<file path="src/boot_sel_regs.vh">
// Constants shared by the boot mode selector files
`ifndef BOOT_SEL_REGS_VH
`define BOOT_SEL_REGS_VH
// Captured boot pin pair codes (high pin, low pin)
`define BOOT_PAIR_USER 2'h3
`define BOOT_PAIR_STD 2'h2
`define BOOT_PAIR_SEL 2'h1
`define BOOT_PAIR_RSVD 2'h0
// Boot mode codes shown on the mode output
`define MODE_NONE 3'h0
`define MODE_USER 3'h1
`define MODE_STD 3'h2
`define MODE_SEL 3'h3
`define MODE_RSVD 3'h4
// User key decisions
`define KEY_TO_STD 2'h0
`define KEY_UART_ONLY 2'h1
`define KEY_CAN_ONLY 2'h2
`define KEY_LOOP 2'h3
// Channel codes
`define CHAN_NONE 2'h0
`define CHAN_UART 2'h1
`define CHAN_CAN 2'h2
// Flash word addresses of the reserved locations
`define SIG_WORD_A_ADDR 2'h0
`define SIG_WORD_B_ADDR 2'h1
`define KEY_WORD_ADDR 2'h2
// Start address of both flash maps
`define MAP_BASE_ADDR 24'h000000
`endif

</file>
<file path="src/sync2.v">
// Two-stage synchroniser for a group of pin inputs
`timescale 1ns/1ps
`default_nettype none
module sync2 #(
  parameter WIDTH = 1
) (
  // Clock and reset
  input wire clk,
  input wire rst,
  // Data
  input wire [WIDTH-1:0] din,
  output wire [WIDTH-1:0] dout
);
  reg [WIDTH-1:0] meta_q;
  reg [WIDTH-1:0] sync_q;

  // First stage feeds only the second
  always @(posedge clk) begin
    if (rst) begin
      meta_q <= {WIDTH{1'b1}};
      sync_q <= {WIDTH{1'b1}};
    end else begin
      meta_q <= din;
      sync_q <= meta_q;
    end
  end
  assign dout = sync_q;
endmodule // sync2
`default_nettype wire

</file>
<file path="src/start_detect.v">
// Glitch filtered falling edge detector for an idle-high receive line
`timescale 1ns/1ps
`default_nettype none
module start_detect #(
  parameter FILT = 4
) (
  // Clock and reset
  input wire clk,
  input wire rst,
  // Synchronised line and result
  input wire line,
  input wire arm,
  output reg seen
);
  reg [7:0] low_cnt_q;
  reg idle_q;

  // Line must be seen idle high before a low counts as a start
  always @(posedge clk) begin
    if (rst || !arm) begin
      low_cnt_q <= 8'h00;
      idle_q <= 1'b0;
      seen <= 1'b0;
    end else if (line) begin
      low_cnt_q <= 8'h00;
      idle_q <= 1'b1;
    end else if (idle_q && !seen) begin
      low_cnt_q <= low_cnt_q + 8'h01;
      // Short pulses rejected as noise
      if (low_cnt_q == FILT[7:0] - 8'h01)
        seen <= 1'b1;
    end
  end
endmodule // start_detect
`default_nettype wire

</file>
<file path="src/boot_mode_selector.v">
// Reset-time boot mode selection and bootstrap channel arbitration
`timescale 1ns/1ps
`default_nettype none
`include "boot_sel_regs.vh"
// What this block does
// - Latch boot pins at reset input rise
// - Pair 11: user mode, user flash fetch
// - Pair 10: standard loader, test flash fetch
// - Pair 01: selective boot, test flash fetch
// - Compute signature, compare with reference
// - Signature good: software reset, run user
// - Signature bad: reread key, choose channel
// - Key: loader, UART, CAN or loop
// - Poll UART and CAN receive lines
// - UART start first: run UART loader
// - CAN dominant first: run CAN loader
module boot_mode_selector #(
  parameter SIG_REF = 16'h0000,
  parameter UART_FILT = 4,
  parameter CAN_FILT = 4
) (
  // Clock and reset
  input wire MCLK,
  input wire RESET,
  // Reset configuration pins
  input wire RESET_INPUT_PIN,
  input wire BOOT_CFG_PIN_HIGH,
  input wire BOOT_CFG_PIN_LOW,
  // Receive lines
  input wire UART0_RECEIVE_LINE,
  input wire CAN1_RECEIVE_LINE,
  // Reserved flash word read port
  output reg FLASH_RD,
  output reg [1:0] FLASH_ADDR,
  input wire [15:0] FLASH_RDATA,
  input wire FLASH_RVALID,
  // Memory map control
  output reg FETCH_TEST_FLASH,
  output reg USER_FLASH_READ_EN,
  output reg [23:0] MAP_BASE,
  // Boot status
  output reg [2:0] BOOT_MODE,
  output reg SIG_VALID,
  output reg SIG_DONE,
  output reg SOFT_RESET,
  output reg RUN_USER,
  output reg [1:0] LOADER_CHAN,
  output reg LOADER_START,
  output reg ENDLESS_LOOP
);
  // Sequencer states, binary coded
  localparam ST_WAIT_RST = 4'h0;
  localparam ST_DECODE = 4'h1;
  localparam ST_RD_A = 4'h2;
  localparam ST_RD_B = 4'h3;
  localparam ST_CHECK = 4'h4;
  localparam ST_RD_KEY = 4'h5;
  localparam ST_POLL = 4'h6;
  localparam ST_DONE = 4'h7;
  localparam ST_LOOP = 4'h8;

  // Synchronised pins and detector results
  wire rst_pin_s;
  wire cfg_hi_s;
  wire cfg_lo_s;
  wire uart_s;
  wire can_s;
  wire uart_seen;
  wire can_seen;
  // Sequencer state and values held across cycles
  reg [3:0] state_q;
  reg rst_pin_prev_q;
  reg [1:0] pair_q;
  reg [15:0] word_a_q;
  reg poll_uart_q;
  reg poll_can_q;
  wire rst_rise;

  // Signature: sum of the two reserved words
  function [15:0] signature;
    input [15:0] a;
    input [15:0] b;
    begin
      signature = a + b;
    end
  endfunction

  // Pins come from outside the clock domain
  sync2 #(.WIDTH(5)) pin_sync (
    .clk(MCLK),
    .rst(RESET),
    .din({RESET_INPUT_PIN, BOOT_CFG_PIN_HIGH, BOOT_CFG_PIN_LOW,
          UART0_RECEIVE_LINE, CAN1_RECEIVE_LINE}),
    .dout({rst_pin_s, cfg_hi_s, cfg_lo_s, uart_s, can_s})
  );

  // UART start bit is a filtered falling edge
  start_detect #(.FILT(UART_FILT)) uart_det (
    .clk(MCLK),
    .rst(RESET),
    .line(uart_s),
    .arm(poll_uart_q),
    .seen(uart_seen)
  );

  // CAN dominant bit is a filtered low level after recessive
  start_detect #(.FILT(CAN_FILT)) can_det (
    .clk(MCLK),
    .rst(RESET),
    .line(can_s),
    .arm(poll_can_q),
    .seen(can_seen)
  );

  // Rise of the synchronised reset pin starts a selection
  assign rst_rise = rst_pin_s && !rst_pin_prev_q;

  // Reset pin edge tracker; a pin held high at RESET needs a fresh rise
  always @(posedge MCLK) begin
    if (RESET)
      rst_pin_prev_q <= 1'b1;
    else
      rst_pin_prev_q <= rst_pin_s;
  end

  // Boot sequencer
  always @(posedge MCLK) begin
    if (RESET) begin
      state_q <= ST_WAIT_RST;
      pair_q <= `BOOT_PAIR_RSVD;
      word_a_q <= 16'h0000;
      poll_uart_q <= 1'b0;
      poll_can_q <= 1'b0;
      FLASH_RD <= 1'b0;
      FLASH_ADDR <= `SIG_WORD_A_ADDR;
      FETCH_TEST_FLASH <= 1'b0;
      USER_FLASH_READ_EN <= 1'b0;
      MAP_BASE <= `MAP_BASE_ADDR;
      BOOT_MODE <= `MODE_NONE;
      SIG_VALID <= 1'b0;
      SIG_DONE <= 1'b0;
      SOFT_RESET <= 1'b0;
      RUN_USER <= 1'b0;
      LOADER_CHAN <= `CHAN_NONE;
      LOADER_START <= 1'b0;
      ENDLESS_LOOP <= 1'b0;
    end else begin
      FLASH_RD <= 1'b0;
      SOFT_RESET <= 1'b0;
      LOADER_START <= 1'b0;
      // A new reset pin low phase restarts the whole selection
      if (!rst_pin_s) begin
        state_q <= ST_WAIT_RST;
        poll_uart_q <= 1'b0;
        poll_can_q <= 1'b0;
        RUN_USER <= 1'b0;
        ENDLESS_LOOP <= 1'b0;
        LOADER_CHAN <= `CHAN_NONE;
        SIG_DONE <= 1'b0;
        SIG_VALID <= 1'b0;
        BOOT_MODE <= `MODE_NONE;
      end else begin
        case (state_q)
          ST_WAIT_RST: begin
            if (rst_rise) begin
              pair_q <= {cfg_hi_s, cfg_lo_s};
              state_q <= ST_DECODE;
            end
          end
          ST_DECODE: begin
            // Both maps start at the base address
            MAP_BASE <= `MAP_BASE_ADDR;
            case (pair_q)
              `BOOT_PAIR_USER: begin
                BOOT_MODE <= `MODE_USER;
                FETCH_TEST_FLASH <= 1'b0;
                USER_FLASH_READ_EN <= 1'b1;
                RUN_USER <= 1'b1;
                state_q <= ST_DONE;
              end
              `BOOT_PAIR_STD: begin
                BOOT_MODE <= `MODE_STD;
                FETCH_TEST_FLASH <= 1'b1;
                USER_FLASH_READ_EN <= 1'b1;
                poll_uart_q <= 1'b1;
                poll_can_q <= 1'b1;
                state_q <= ST_POLL;
              end
              `BOOT_PAIR_SEL: begin
                BOOT_MODE <= `MODE_SEL;
                FETCH_TEST_FLASH <= 1'b1;
                USER_FLASH_READ_EN <= 1'b1;
                FLASH_RD <= 1'b1;
                FLASH_ADDR <= `SIG_WORD_A_ADDR;
                state_q <= ST_RD_A;
              end
              default: begin
                BOOT_MODE <= `MODE_RSVD;
                FETCH_TEST_FLASH <= 1'b0;
                USER_FLASH_READ_EN <= 1'b0;
                state_q <= ST_DONE;
              end
            endcase
          end
          ST_RD_A: begin
            // Word A is kept until word B arrives
            if (FLASH_RVALID) begin
              word_a_q <= FLASH_RDATA;
              FLASH_RD <= 1'b1;
              FLASH_ADDR <= `SIG_WORD_B_ADDR;
              state_q <= ST_RD_B;
            end
          end
          ST_RD_B: begin
            if (FLASH_RVALID) begin
              SIG_DONE <= 1'b1;
              SIG_VALID <= (signature(word_a_q, FLASH_RDATA) == SIG_REF);
              state_q <= ST_CHECK;
            end
          end
          ST_CHECK: begin
            if (SIG_VALID) begin
              SOFT_RESET <= 1'b1;
              FETCH_TEST_FLASH <= 1'b0;
              RUN_USER <= 1'b1;
              state_q <= ST_DONE;
            end else begin
              FLASH_RD <= 1'b1;
              FLASH_ADDR <= `KEY_WORD_ADDR;
              state_q <= ST_RD_KEY;
            end
          end
          ST_RD_KEY: begin
            // Only the two low key bits are decoded
            // Key selects four outcomes
            if (FLASH_RVALID) begin
              case (FLASH_RDATA[1:0])
                `KEY_TO_STD: begin
                  // Same polling as the standard loader
                  poll_uart_q <= 1'b1;
                  poll_can_q <= 1'b1;
                  state_q <= ST_POLL;
                end
                `KEY_UART_ONLY: begin
                  poll_uart_q <= 1'b1;
                  state_q <= ST_POLL;
                end
                `KEY_CAN_ONLY: begin
                  poll_can_q <= 1'b1;
                  state_q <= ST_POLL;
                end
                default: begin
                  ENDLESS_LOOP <= 1'b1;
                  state_q <= ST_LOOP;
                end
              endcase
            end
          end
          ST_POLL: begin
            // UART wins a tie; loader is the legacy one
            if (uart_seen) begin
              LOADER_CHAN <= `CHAN_UART;
              LOADER_START <= 1'b1;
              poll_uart_q <= 1'b0;
              poll_can_q <= 1'b0;
              state_q <= ST_DONE;
            end else if (can_seen) begin
              LOADER_CHAN <= `CHAN_CAN;
              LOADER_START <= 1'b1;
              poll_uart_q <= 1'b0;
              poll_can_q <= 1'b0;
              state_q <= ST_DONE;
            end
          end
          ST_DONE: begin
            // Outcome holds until the reset pin drops
            state_q <= ST_DONE;
          end
          ST_LOOP: begin
            // Only a new reset leaves the loop
            state_q <= ST_LOOP;
          end
          default: begin
            state_q <= ST_WAIT_RST;
          end
        endcase
      end
    end
  end
  // Limitation: map bits keep their last decode while the reset pin is low
endmodule // boot_mode_selector
`default_nettype wire

</file>
<file path="config.mk">
export PLATFORM = sky130hd
export DESIGN_NAME = boot_mode_selector
export DESIGN_NICKNAME = d
export VERILOG_FILES = /design/src/sync2.v /design/src/start_detect.v /design/src/boot_mode_selector.v
export VERILOG_INCLUDE_DIRS = /design/src
export SDC_FILE = /design/constraint.sdc
export NUM_CORES = 1
export LEC_CHECK = 0
export BUFFER_PORTS_ARGS = -buffer_cell sky130_fd_sc_hd__buf_2
export CAP_MARGIN = 20
export CORE_ASPECT_RATIO = 1.2
export CORE_UTILIZATION = 40
export CTS_CLUSTER_DIAMETER = 200
export DETAILED_ROUTE_END_ITERATION = 8
export PLACE_DENSITY_LB_ADDON = 0.25
export SLEW_MARGIN = 25
export SYNTH_ARGS = -nofsm -noshare
export SYNTH_HDL_FRONTEND = slang
export SYNTH_HIERARCHICAL = 1
export SYNTH_SLANG_ARGS = --single-unit
</file>
<file path="constraint.sdc">
create_clock -name MCLK -period 5.5 [get_ports MCLK]
set_clock_uncertainty 0.2 [all_clocks]
set_input_delay 0.275 -clock MCLK [delete_from_list [all_inputs] [get_ports MCLK]]
set_output_delay 0.275 -clock MCLK [all_outputs]
set_load 0.03 [all_outputs]
</file>
==> Word level (Yosys, flattened, before mapping) <==
Cells that the tools add are included.
{ "totals": {"wordCells": 143, "register_bits": 71, "output_inout_bits": 40} }
{ "classes": {"muxes": 40, "n_eq_ne": 27, "n_addsub": 3, "n_reduce_logical": 41, "n_bitwise": 6} }
{ "ops": {"columns": ["operator", "n"], "rows": [
  ["one-hot mux 4 bit (9 select lines)", 1],
  ["two-way mux 4 bit", 7],
  ["AND reduction 3 bit", 7],
  ["!= test 2 bit, second input constant", 10],
  ["AND reduction 5 bit", 4],
  ["two-way mux 1 bit", 18],
  ["adder 16 bit", 1],
  ["adder 8 x 1 -> 8 bit, second input constant", 2],
  ["== test 4 x 3 -> 1 bit, second input constant", 4],
  ["== test 8 x 2 -> 1 bit, second input constant", 2],
  ["logical NOT 16 bit", 1],
  ["two-way mux 2 bit", 6],
  ["OR reduction 2 bit", 6],
  ["OR reduction 3 bit", 4],
  ["one-hot mux 1 bit (3 select lines)", 3],
  ["one-hot mux 3 bit (3 select lines)", 1],
  ["== test 4 x 2 -> 1 bit, second input constant", 2],
  ["== test 2 bit, second input constant", 3],
  ["NOT 1 bit", 6],
  ["one-hot mux 2 bit (3 select lines)", 1],
  ["one-hot mux 3 bit (2 select lines)", 1],
  ["AND reduction 2 bit", 3],
  ["nonzero test 3 bit", 2],
  ["logical NOT 1 bit", 5],
  ["other kinds (11)", 17]
]} }

==> Longest topological paths before layout <==
Gate-level depths: netlist (run 1).
{ "depth": {"word_depth": 5, "ltp_mapped": 9} }

==> Modules after synthesis <==
The synthesis (run 1) kept the hierarchy.
{ "modules_own_cells": {"columns": ["mod", "instances", "area_each_um2", "cells_each"], "rows": [
  ["boot_mode_selector", 1, 2926.6, 380],
  ["start_detect", 2, 470.5, 51],
  ["sync2", 1, 262.8, 20]
]} }

==> Worst setup path before layout (run 1) <==
Ideal clock, no wire load.
{ "synth_timing": {"path_type": "reg2reg", "start": "register word_a_q[0]", "end": "register SIG_VALID", "period_less_slack_ps": 2739, "path_buffers": 0, "arrival_ps": 2479, "stages_incl_launch_ff": 10, "t_required_ps": 5240, "setup_slack_ps": 2761, "path_cell_list": "dfxtp_1 > ha_1 > fa_1 > xor2_1 > or4_1 > nor4_1 > nand4_1 > a2111oi_2 > o2111ai_1 > nand2_1"} }
{ "synth_via": {"elab_chain_cells": 2} }
{ "synth_lines": {"columns": ["element", "line", "rtl"], "rows": [
  ["from (decl)", "boot_mode_selector.v:74", "reg [15:0] word_a_q;"],
  ["from (signal assigned)", "boot_mode_selector.v:131", "word_a_q <= 16'h0000;"],
  ["from (signal assigned)", "boot_mode_selector.v:208", "word_a_q <= FLASH_RDATA;"],
  ["adder 16 bit", "boot_mode_selector.v:84", "signature = a + b;"],
  ["logical NOT 16 bit", "boot_mode_selector.v:217", "SIG_VALID <= (signature(word_a_q, FLASH_RDATA) == SIG_REF);"],
  ["to (signal assigned)", "boot_mode_selector.v:217", null],
  ["to (decl)", "boot_mode_selector.v:43", "output reg SIG_VALID,"]
]} }
No other way between the ends.
A chain may end at the register's enable or synchronous reset.

==> Worst setup path after layout (run 1) <==
{ "layout_timing": {"start": "input port FLASH_RDATA[13]", "end": "register SIG_VALID"} }
{ "layout_via": {"elab_chain_cells": 2} }
{ "layout_lines": {"columns": ["element", "line", "rtl"], "rows": [
  ["from (decl)", "boot_mode_selector.v:35", "input wire [15:0] FLASH_RDATA,"],
  ["adder 16 bit", "boot_mode_selector.v:84", null],
  ["logical NOT 16 bit", "boot_mode_selector.v:217", null]
]} }
No other way between the ends.

==> qor.yml, run 1 <==
sta:
  tns_ns: 0
  fin_crit_sh_pct: 53.9
  worst_slew_pin_slew_ns: 0.747
  setup_ws_ns: 2.53
  finalCriticalPeriod_ns: 2.97
  final_hold_viol_count: 0
  final_max_slew_viol_count: 0
  finalSetupViolCount: 0
  grt_setup_unrepaired: "false"
  max_slew_margin_pct: 50.0
  timing.fmax_mhz: 337
power:
  p_leak_nw: 1.96
  ir_drop_mv: 0.136
  power_density_nw_per_um2: 253
yosys:
  synth-main-ff-cell: "dfxtp_1"
  syn_area_um2: 4130
  avgSynthCellArea_um2: 8.23
  synth_edf_count: 0
  postSynthCellCount: 502
  synth.distinct_cells: 71
  synth_warnings: 6
  ys_seq_area_share_pct: 34.4
  synthArstFlopShare_pct: 0
  ys_seq_elements: 71
critical_path:
  worstPathCellList: "dlygate4sd3_1 > buf_2 > ha_1 > nor3b_1 > or4_1 > nor4_1 > nand4_1 > a2111oi_2 > o2111ai_1 > nand2_1"
  critPathKind: "in -> reg"
  crit_path_start_kind: "primary input"
  slowest_delay_ns: 0.54
  arrival_ns: 3.05
  critPathBufInv: 2
  cp_max_fo: 10
  required_ns: 5.58
  timing.critical_path.slowest_stage_cell: "dlygate4sd3_1"
  end_kind: "flop"
  crit_family: "simple AND/OR/NAND/NOR gates"
die:
  die-area_um2: 10700
  io_pins: 64
  start_util_pct: 41.3
  core_area_um2: 10000
  dieHeight_um: 113
  core.rowCount: 40
  die_w_um: 94.8
finish:
  instances_no_fill: 685
  mostFrequentLayoutCells: "71 x dfxtp_1, 53 x nand2_1, 52 x a21oi_1"
  layout_commonest_cell: "dfxtp_1"
  num_antenna_cells: 0
  syn2layout_area_growth_pct: 16.0
  utilization_pct: 47.9
  drive_gt1_share_pct: 13.4
  final_nets: 600
global_routing:
  antenna_found_initial: 0
  grt_overflow: 0
  grt_pass1_wl_mm: 16.4
  grt_usage_pct: 19.4
  grt_max_degree: 38
  grt_pass1_vias: 3567
placed_design:
  dp_hpwl_mm: 6.97
  post-place-ws_ns: 2.44
  place_inst: 650
  gp_congestion: 0.951
  portBuffers: 39
clock_network:
  clock_sink_count: 71
  ctsHoldBuffers: 19
  cts_buffer_depth: 2
  clock_latency_ns: 0.33
  htreeDepth: 3
  post_cts_buffers: 0
  cts_tree: "done"
  cts_resized: 0
  clkTransAtPathRegs_ns: 0.06
  clock-root-buffer: "clkbuf_16"
  numCtsBuffers: 9
detailed_routing:
  initialDrtViolationCount: 330
  avgRoutedWirePerCell_um: 13.9
  drtAntennaViolNets: 0
  drtPass1Iterations: 4
  drcViolationCount: 0
  num_vias: 3712
  wl_mm: 9.49
  via_per_inst: 5.42
outcome:
  status: "finished, final reports clean"
flow_run:
  drv_cap: 0
min_path:
  hp-class: "in -> reg"
## worst reg2reg max path: cells and delay by family, from the launching register on
| family | cells | cell delay (ns) |
|---|---|---|
| flops | 1 | 0.31 |
| xor+xnor | 1 | 0.19 |
| fa+ha+maj | 2 | 0.66 |
| simple gates | 4 | 1.03 |
| compound gates | 2 | 0.49 |
## worst paths after layout
kind                 startpoint          endpoint  slack [ns]  cells past startpoint
max             FLASH_RDATA[13]         SIG_VALID        2.53                     10
min reg2reg  pin_sync/meta_q[2]  pin_sync/dout[2]        0.21                      1
max reg2reg         word_a_q[0]         SIG_VALID        2.58                      9
min              FLASH_RDATA[0]       word_a_q[0]        0.03                      3
## cells in the mapped netlist (all sizes together) (4+ instances only)
library cell	number	share of area [%]
nand3	15	1.8
nor3	6	0.73
dfxtp	71	34
o31ai	4	0.73
and3	10	1.5
a31oi	8	1.2
o21ai	20	2.5
o211ai	4	0.73
nand2b	9	1.4
ha	21	6.4
a21oi	52	6.3
or2	15	2.3
clkbuf	11	1.0
mux2i	7	1.7
nand2	53	4.8
a211oi	8	1.6
inv	19	1.7
buf	29	5.4
xnor2	4	0.85
nor2	42	3.8
a2111oi	4	1.0
xor2	4	0.85
nand3b	4	0.73
and2b	4	0.82
nor2b	7	1.1
nor3b	7	1.3
or4	5	0.91
nand4	5	0.76
or3	5	0.88
a21o	8	1.5
## power by group
part	internal, mW	total (mW)	switching (mW)
Combinational	0.0382	0.108	0.0700
Clock	0.350	0.577	0.227
Sequential	0.520	0.525	0.00504
Total	0.909	1.21	0.302
## flip-flops by register name (all words and copies together) (netlist names), 2 cells and up
signal              count
pin_sync/meta_q         5
pin_sync/dout           5
LOADER_CHAN             2
BOOT_MODE               3
can_det/low_cnt_q       8
uart_det/low_cnt_q      8
state_q                 4
word_a_q               16
pair_q                  2
FLASH_ADDR              2
## area by class of cell
cell class	count	area [µm²]
Tap cell	126	158
Clock inverter	7	71.3
Sequential cell	71	1420
Multi-Input combinational cell	395	2460
Timing Repair Buffer	58	385
Clock buffer	9	225
Fill cell	1025	5220
Inverter	19	71.3
## through the flow
step	instance area [µm²]	total power [mW]	hold WS [ns]
final	4790	1.21	0.0318
after detailed placement	4300	0.634	0.193
after floorplan	4220	0.620	0.144
after global routing	4790	1.26	0.0420
after global placement	4300	0.633	0.192
after CTS	4790	1.23	0.0205
## cells by family (layout without fill, tap and decap cells)
group	Yosys count	count (layout)	share of synthesized area (%)
compound gates	133	133	20.9
xor+xnor	8	8	1.70
fa+ha+maj	22	22	6.85
buf+inv	59	93	8.15
flops	71	71	34.4
mux	7	7	1.70
other cells	1	24	0.0908
simple gates	201	201	26.2
## metal layers
| layer | track usage, % | wire length, µm |
|---|---|---|
| met3 | 3.97 | 377 |
| met4 | 11.2 | 328 |
| met5 | 0 | 0 |
| met1 | 23.0 | 4020 |
| met2 | 32.1 | 4760 |
Note: power is estimated with default switching activity, not from simulation.
==> run 2: changes to the inputs <==
==> constraint.sdc (replaced) <==
create_clock -name MCLK -period 2.5 [get_ports MCLK]
set_clock_uncertainty 0.2 [all_clocks]
set_input_delay 0.125 -clock MCLK [delete_from_list [all_inputs] [get_ports MCLK]]
set_output_delay 0.125 -clock MCLK [all_outputs]
set_load 0.03 [all_outputs]
==> run 2 against run 1 <==
Against the previous run:
- the run now ends with negative setup slack left
- cell count increased by 3.4%
- utilization is 2.6 points higher
- critical endpoint unchanged
- routed wire length is 4.9% higher
- via count up 2.6%
- worst setup slack worse by 2.6 ns
- cell area rose by 5.5%
- first-iteration DRC count shrank 13%
- sequential cell count unchanged
- count of clock-buffer cells in the layout rose by 3
- combinational power rose by 140%
==> qor.yml, run 2 (synthesis results as in run 1) <==
finish:
  layout_commonest_cell: "dfxtp_1"
  top_regs: "word_a_q x16, can_det/low_cnt_q x8, uart_det/low_cnt_q x8"
  fin_area_um2: 5050  # +5.5%
  largest_reg_flops: 16  # unchanged
  mostFrequentLayoutCells: "69 x dfxtp_1, 53 x nand2_1, 52 x a21oi_1"
  fillCellCount: 991  # -3.3%
  syn2layout_area_growth_pct: 22.4
  drive_gt1_share_pct: 16.5  # +3.1 points
  final_nets: 623  # +3.8%
  num_antenna_cells: 0  # unchanged
  regArea_um2: 1420  # +0.18%
  multi_input_area_um2: 2490  # +1.4%
  top_register: "word_a_q"
detailed_routing:
  wl_mm: 9.95  # +4.9%
  drtPass1Iterations: 4  # unchanged
  drtAntennaViolNets: 0  # unchanged
  drcViolationCount: 0  # unchanged
  avgRoutedWirePerCell_um: 14.1  # +1.5%
  initialDrtViolationCount: 287  # -13%
  via_per_inst: 5.38  # -0.69%
  num_vias: 3810  # +2.6%
flow_run:
  drv_cap: 0  # unchanged
critical_path:
  cp_max_fo: 3  # -7
  arrival_ns: 2.69  # -0.36 ns
  end_kind: "flop"
  critPathKind: "reg -> reg"
  crit_path_start_kind: "flop"
  required_ns: 2.58  # -3.00 ns
clock_network:
  numCtsBuffers: 9  # unchanged
  cts_tree: "done"
  htreeDepth: 3  # unchanged
  clock_sink_count: 71  # unchanged
  clkTransAtPathRegs_ns: 0.06  # about the same
  clock_latency_ns: 0.34  # about the same
  post_cts_buffers: 0  # unchanged
  cts_buffer_depth: 2  # unchanged
  clock-root-buffer: "clkbuf_16"
die:
  die-area_um2: 10700  # unchanged
  start_util_pct: 41.3  # unchanged
  io_pins: 64  # unchanged
  dieHeight_um: 113  # unchanged
  core.rowCount: 40  # unchanged
  core_area_um2: 10000  # unchanged
  die_w_um: 94.8  # unchanged
global_routing:
  grt_max_degree: 23  # -39%
  antenna_found_initial: 0  # unchanged
  grt_pass1_wl_mm: 16.5  # +0.64%
  grt_pass1_vias: 3535  # -0.90%
  grt_overflow: 0  # unchanged
  grt_usage_pct: 19.5  # +0.098 points
sta:
  holdWs_ns: 0.0396  # +0.00779 ns
  tns_ns: -0.101  # -0.101 ns
  finalCriticalPeriod_ns: 2.60
  max_slew_margin_pct: 63.7  # +14 points
  final_max_slew_viol_count: 0  # unchanged
  setup_ws_ns: -0.101  # -2.63 ns
  worst_slew_pin_slew_ns: 0.541  # -0.206 ns
  grt_setup_unrepaired: "true"
  finalSetupViolCount: 1  # +1
  timing.fmax_mhz: 384
  fin_crit_sh_pct: 104
  final_hold_viol_count: 0  # unchanged
min_path:
  hp-class: "in -> reg"
power:
  p_seq_share_pct: 40.8  # -2.6 points
  power_density_nw_per_um2: 561  # +120%
  p_clk_share_pct: 50.0  # +2.3 points
  intPower_mw: 2.17  # +140%
  p_leak_nw: 2.11  # +7.3%
  ir_drop_mv: 0.337  # +150%
  pwr-share-comb_pct: 9.2  # +0.3 points
  p_sw_share_pct: 23.3  # -1.6 points
  power.switching_mw: 0.660  # +120%
placed_design:
  dp_hpwl_mm: 7.19  # +3.1%
  placed_area_um2: 4430  # +2.9%
  portBuffers: 39  # unchanged
  gp_congestion: 0.909  # -4.4%
outcome:
  status: "finished with violations"
  violations: "negative setup slack"
==> run 2: final timing paths <==
path | startpoint | slack, ns | cells after the start | end
worst max-delay path | word_a_q[0] | -0.10 | 9 | SIG_VALID
worst min-delay path | FLASH_RDATA[0] | 0.04 | 4 | word_a_q[0]
worst max register to register | word_a_q[0] | -0.10 | 9 | SIG_VALID
worst min register to register | pin_sync/meta_q[3] | 0.21 | 1 | pin_sync/dout[3]
==> run 2: metal layers <==
| layer | global-route usage, % | vias to the layer above | part of all wire [%] |
|---|---|---|---|
| met3 | 4.10 | 19 | 3.5 |
| met5 | 0 | - | 0 |
| met1 | 23.3 | 1790 | 43 |
| met2 | 33.3 | 91 | 51 |
| met4 | 8.48 | 0 | 2.6 |
| li1 | - | 1910 | - |
==> run 2: power by group through the flow <==
stage                     sequential, mW  combinational [mW]  clock [mW]
final                               1.16               0.262        1.42
after global routing                1.16               0.283        1.50
after CTS                           1.16               0.256        1.44
after detailed placement            1.18               0.228           0
after global placement              1.18               0.227           0
after floorplan                     1.18               0.186           0
==> run 2: critical path: stages, from the launching register on <==
cell and delay [ns]:
dfxtp_2 0.33, ha_4 0.16, fa_2 0.37, xor2_1 0.16, or4_4 0.55, nor4_4 0.14, nand4_1 0.15, a2111oi_2 0.23
o2111ai_1 0.17, nand2_1 0.08
==> run 2: final cells by class <==
cell class	instances	area share [%]
Inverter	19	1.41
Clock inverter	4	1.53
Clock buffer	12	5.07
Timing Repair Buffer	81	11.4
Sequential cell	71	28.2
Tap cell	126	3.12
Multi-Input combinational cell	395	49.3
==> run 2: repair_timing <==
action | in CTS | in global routing
hold buffers | 26 | 0
resized for setup | 3 | 3
pin swaps | 3 | 0
endpoints found under the setup margin | 1 | 6
hold endpoints to repair | 21 | 0
==> run 2: through the flow <==
stage | util (%) | power (mW) | setup slack, ns | std cells
floorplan | - | 1.36 | 0.0109 | 525
global placement | 44.3 | 1.41 | -0.127 | 666
detailed placement | 44.3 | 1.41 | -0.198 | 666
CTS | 50.4 | 2.85 | -0.110 | 708
global route | 50.5 | 2.94 | -0.241 | 708
finish | 50.5 | 2.83 | -0.101 | 708
==> run 3: changes to the inputs <==
--- a/config.mk
+++ b/config.mk
@@ -12,7 +12,6 @@
 export CORE_UTILIZATION = 40
 export CTS_CLUSTER_DIAMETER = 200
 export DETAILED_ROUTE_END_ITERATION = 8
-export PLACE_DENSITY_LB_ADDON = 0.25
 export SLEW_MARGIN = 25
 export SYNTH_ARGS = -nofsm -noshare
 export SYNTH_HDL_FRONTEND = slang
==> run 3 against run 2 <==
Against the previous run:
- the flow still finishes with violations (negative setup slack)
- die area is the same
- sequential cell count is the same
- via count shrank 0.42%
- register-to-register slack lost 0.03 ns
- sequential power is essentially flat
- largest cell class unchanged
- highest routed layer unchanged
- cell count shrank 0.56%
- sequential share of layout area grew 0.31 points
- combinational power shrank 2%
- non-clock buffer count shrank 4
- global-route usage is essentially flat
==> qor.yml, run 3 (synthesis results as in run 1) <==
outcome:
  status: "finished with violations"
  violations: "negative setup slack"
die:
  core_area_um2: 10000  # unchanged
  core.rowCount: 40  # unchanged
  dieHeight_um: 113  # unchanged
  start_util_pct: 41.3  # unchanged
  die-area_um2: 10700  # unchanged
  io_pins: 64  # unchanged
  die_w_um: 94.8  # unchanged
finish:
  fillCellCount: 1023  # +3.2%
  mostFrequentLayoutCells: "70 x dfxtp_1, 53 x nand2_1, 52 x a21oi_1"
  largest_reg_flops: 16  # unchanged
  instances_no_fill: 704  # -0.56%
  num_antenna_cells: 0  # unchanged
  final_nets: 619  # -0.64%
  top_register: "word_a_q"
  drive_gt1_share_pct: 16.6  # +0.11 points
  syn2layout_area_growth_pct: 20.9
  layout_commonest_cell: "dfxtp_1"
  fin_area_um2: 4990  # -1.2%
  top_regs: "word_a_q x16, can_det/low_cnt_q x8, uart_det/low_cnt_q x8"
  utilization_pct: 49.9  # -0.60 points
clock_network:
  cts_buffer_depth: 2  # unchanged
  numCtsBuffers: 9  # unchanged
  clock-root-buffer: "clkbuf_16"
  htreeDepth: 3  # unchanged
  clkTransAtPathRegs_ns: 0.06  # about the same
  cts_tree: "done"
  clock_latency_ns: 0.34  # about the same
  clock_sink_count: 71  # unchanged
  post_cts_buffers: 0  # unchanged
detailed_routing:
  drcViolationCount: 0  # unchanged
  via_per_inst: 5.39  # +0.15%
  avgRoutedWirePerCell_um: 13.9  # -1.5%
  wl_mm: 9.75  # -2.0%
  initialDrtViolationCount: 171  # -40%
  drtAntennaViolNets: 0  # unchanged
  drtPass1Iterations: 4  # unchanged
  num_vias: 3794  # -0.42%
global_routing:
  grt_max_degree: 37  # +61%
  grt_pass1_vias: 3641  # +3.0%
  grt_overflow: 0  # unchanged
  antenna_found_initial: 0  # unchanged
  grt_pass1_wl_mm: 16.4  # -0.33%
  grt_usage_pct: 19.5  # +0.031 points
sta:
  finalSetupViolCount: 1  # unchanged
  fin_crit_sh_pct: 105  # +1.2 points
  final_max_slew_viol_count: 0  # unchanged
  setup_ws_ns: -0.132  # -0.0305 ns
  finalCriticalPeriod_ns: 2.63  # +0.0305 ns
  max_slew_margin_pct: 66.1  # +2.4 points
  worst_slew_pin_slew_ns: 0.504  # -0.0365 ns
  timing.fmax_mhz: 380  # -1.2%
  grt_setup_unrepaired: "true"
  final_hold_viol_count: 0  # unchanged
critical_path:
  critPathKind: "reg -> reg"
  arrival_ns: 2.71  # +0.02 ns
  required_ns: 2.58  # about the same
  cp_max_fo: 3  # unchanged
  worstPathCellList: "ha_4 > fa_2 > xor2_1 > or4_1 > nor4_1 > nand4_1 > a2111oi_2 > o2111ai_1 > nand2_1"
  end_kind: "flop"
  slowest_delay_ns: 0.52  # -0.03 ns
  timing.critical_path.slowest_stage_cell: "or4_1"
  crit_path_start_kind: "flop"
placed_design:
  dp_hpwl_mm: 7.11  # -1.1%
  place_inst: 667  # +0.15%
  placed_area_um2: 4440  # +0.17%
  gp_congestion: 0.873  # -3.9%
  portBuffers: 39  # unchanged
power:
  p_leak_nw: 2.07  # -1.8%
  power_density_nw_per_um2: 566  # +0.87%
  ir_drop_mv: 0.294  # -13%
  total_power_mw: 2.83  # -0.32%
flow_run:
  drv_cap: 0  # unchanged
min_path:
  hp-class: "in -> reg"
-- run 3: timing repair --
item                                    4_1_cts  5_1_grt
endpoints found under the setup margin        1        1
endpoints found under the hold margin        21        0
hold buffers                                 21        0
resized for setup                             2        1
-- run 3: layout make-up --
type                    count  area (µm²)  share of cell area (%)
repair buffers             77         533                    10.7
clock buffers              10         239                    4.78
clock inverters             6        92.6                    1.85
well taps                 126         158                    3.16
flip-flops and latches     71        1420                    28.5
inverters                  19        71.3                    1.43
multi-input cells         395        2480                    49.6
-- run 3: report_power, final --
group / internal [mW] / leakage [nW] / switching, mW
registers: 1.14 / 0.575 / 0.0109
clock network: 0.905 / 0.155 / 0.507
logic: 0.0970 / 1.34 / 0.160
-- run 3: stage by stage --
step / TNS [ns] / hold slack, ns / setup WS (ns)
after floorplan: 0 / -0.00593 / 0.0109
after global placement: -0.121 / 0.107 / -0.121
after detailed placement: -0.155 / 0.110 / -0.155
after CTS: -0.143 / 0.0192 / -0.143
after global routing: -0.265 / 0.0517 / -0.265
final: -0.132 / 0.0334 / -0.132
-- run 3: worst paths after layout --
kind / start / slack (ns) / to / depth (start not counted)
worst max register to register: word_a_q[0] / -0.13 / SIG_VALID / 9
worst min register to register: pin_sync/meta_q[1] / 0.20 / pin_sync/dout[1] / 1
worst min-delay path: FLASH_RVALID / 0.03 / SIG_DONE / 3
worst max-delay path: word_a_q[0] / -0.13 / SIG_VALID / 9
-- run 3: routing by layer --
layer	vias to the layer above	global-route usage [%]	share of wire (%)
li1	1909	-	-
met1	1797	22.5	44
met2	69	33.4	51
met3	19	4.70	3.3
met4	0	9.49	2.3
met5	-	0	0
-- run 3: worst max-delay path: cells and delay by family, from the launching register on --
kind	cells	cell delay [ns]
AOI/OAI and AO/OA	2	0.41
xor gates and xnor gates	1	0.16
adders and majority gates	2	0.58
DFF	1	0.33
and+or+nand+nor	4	0.90
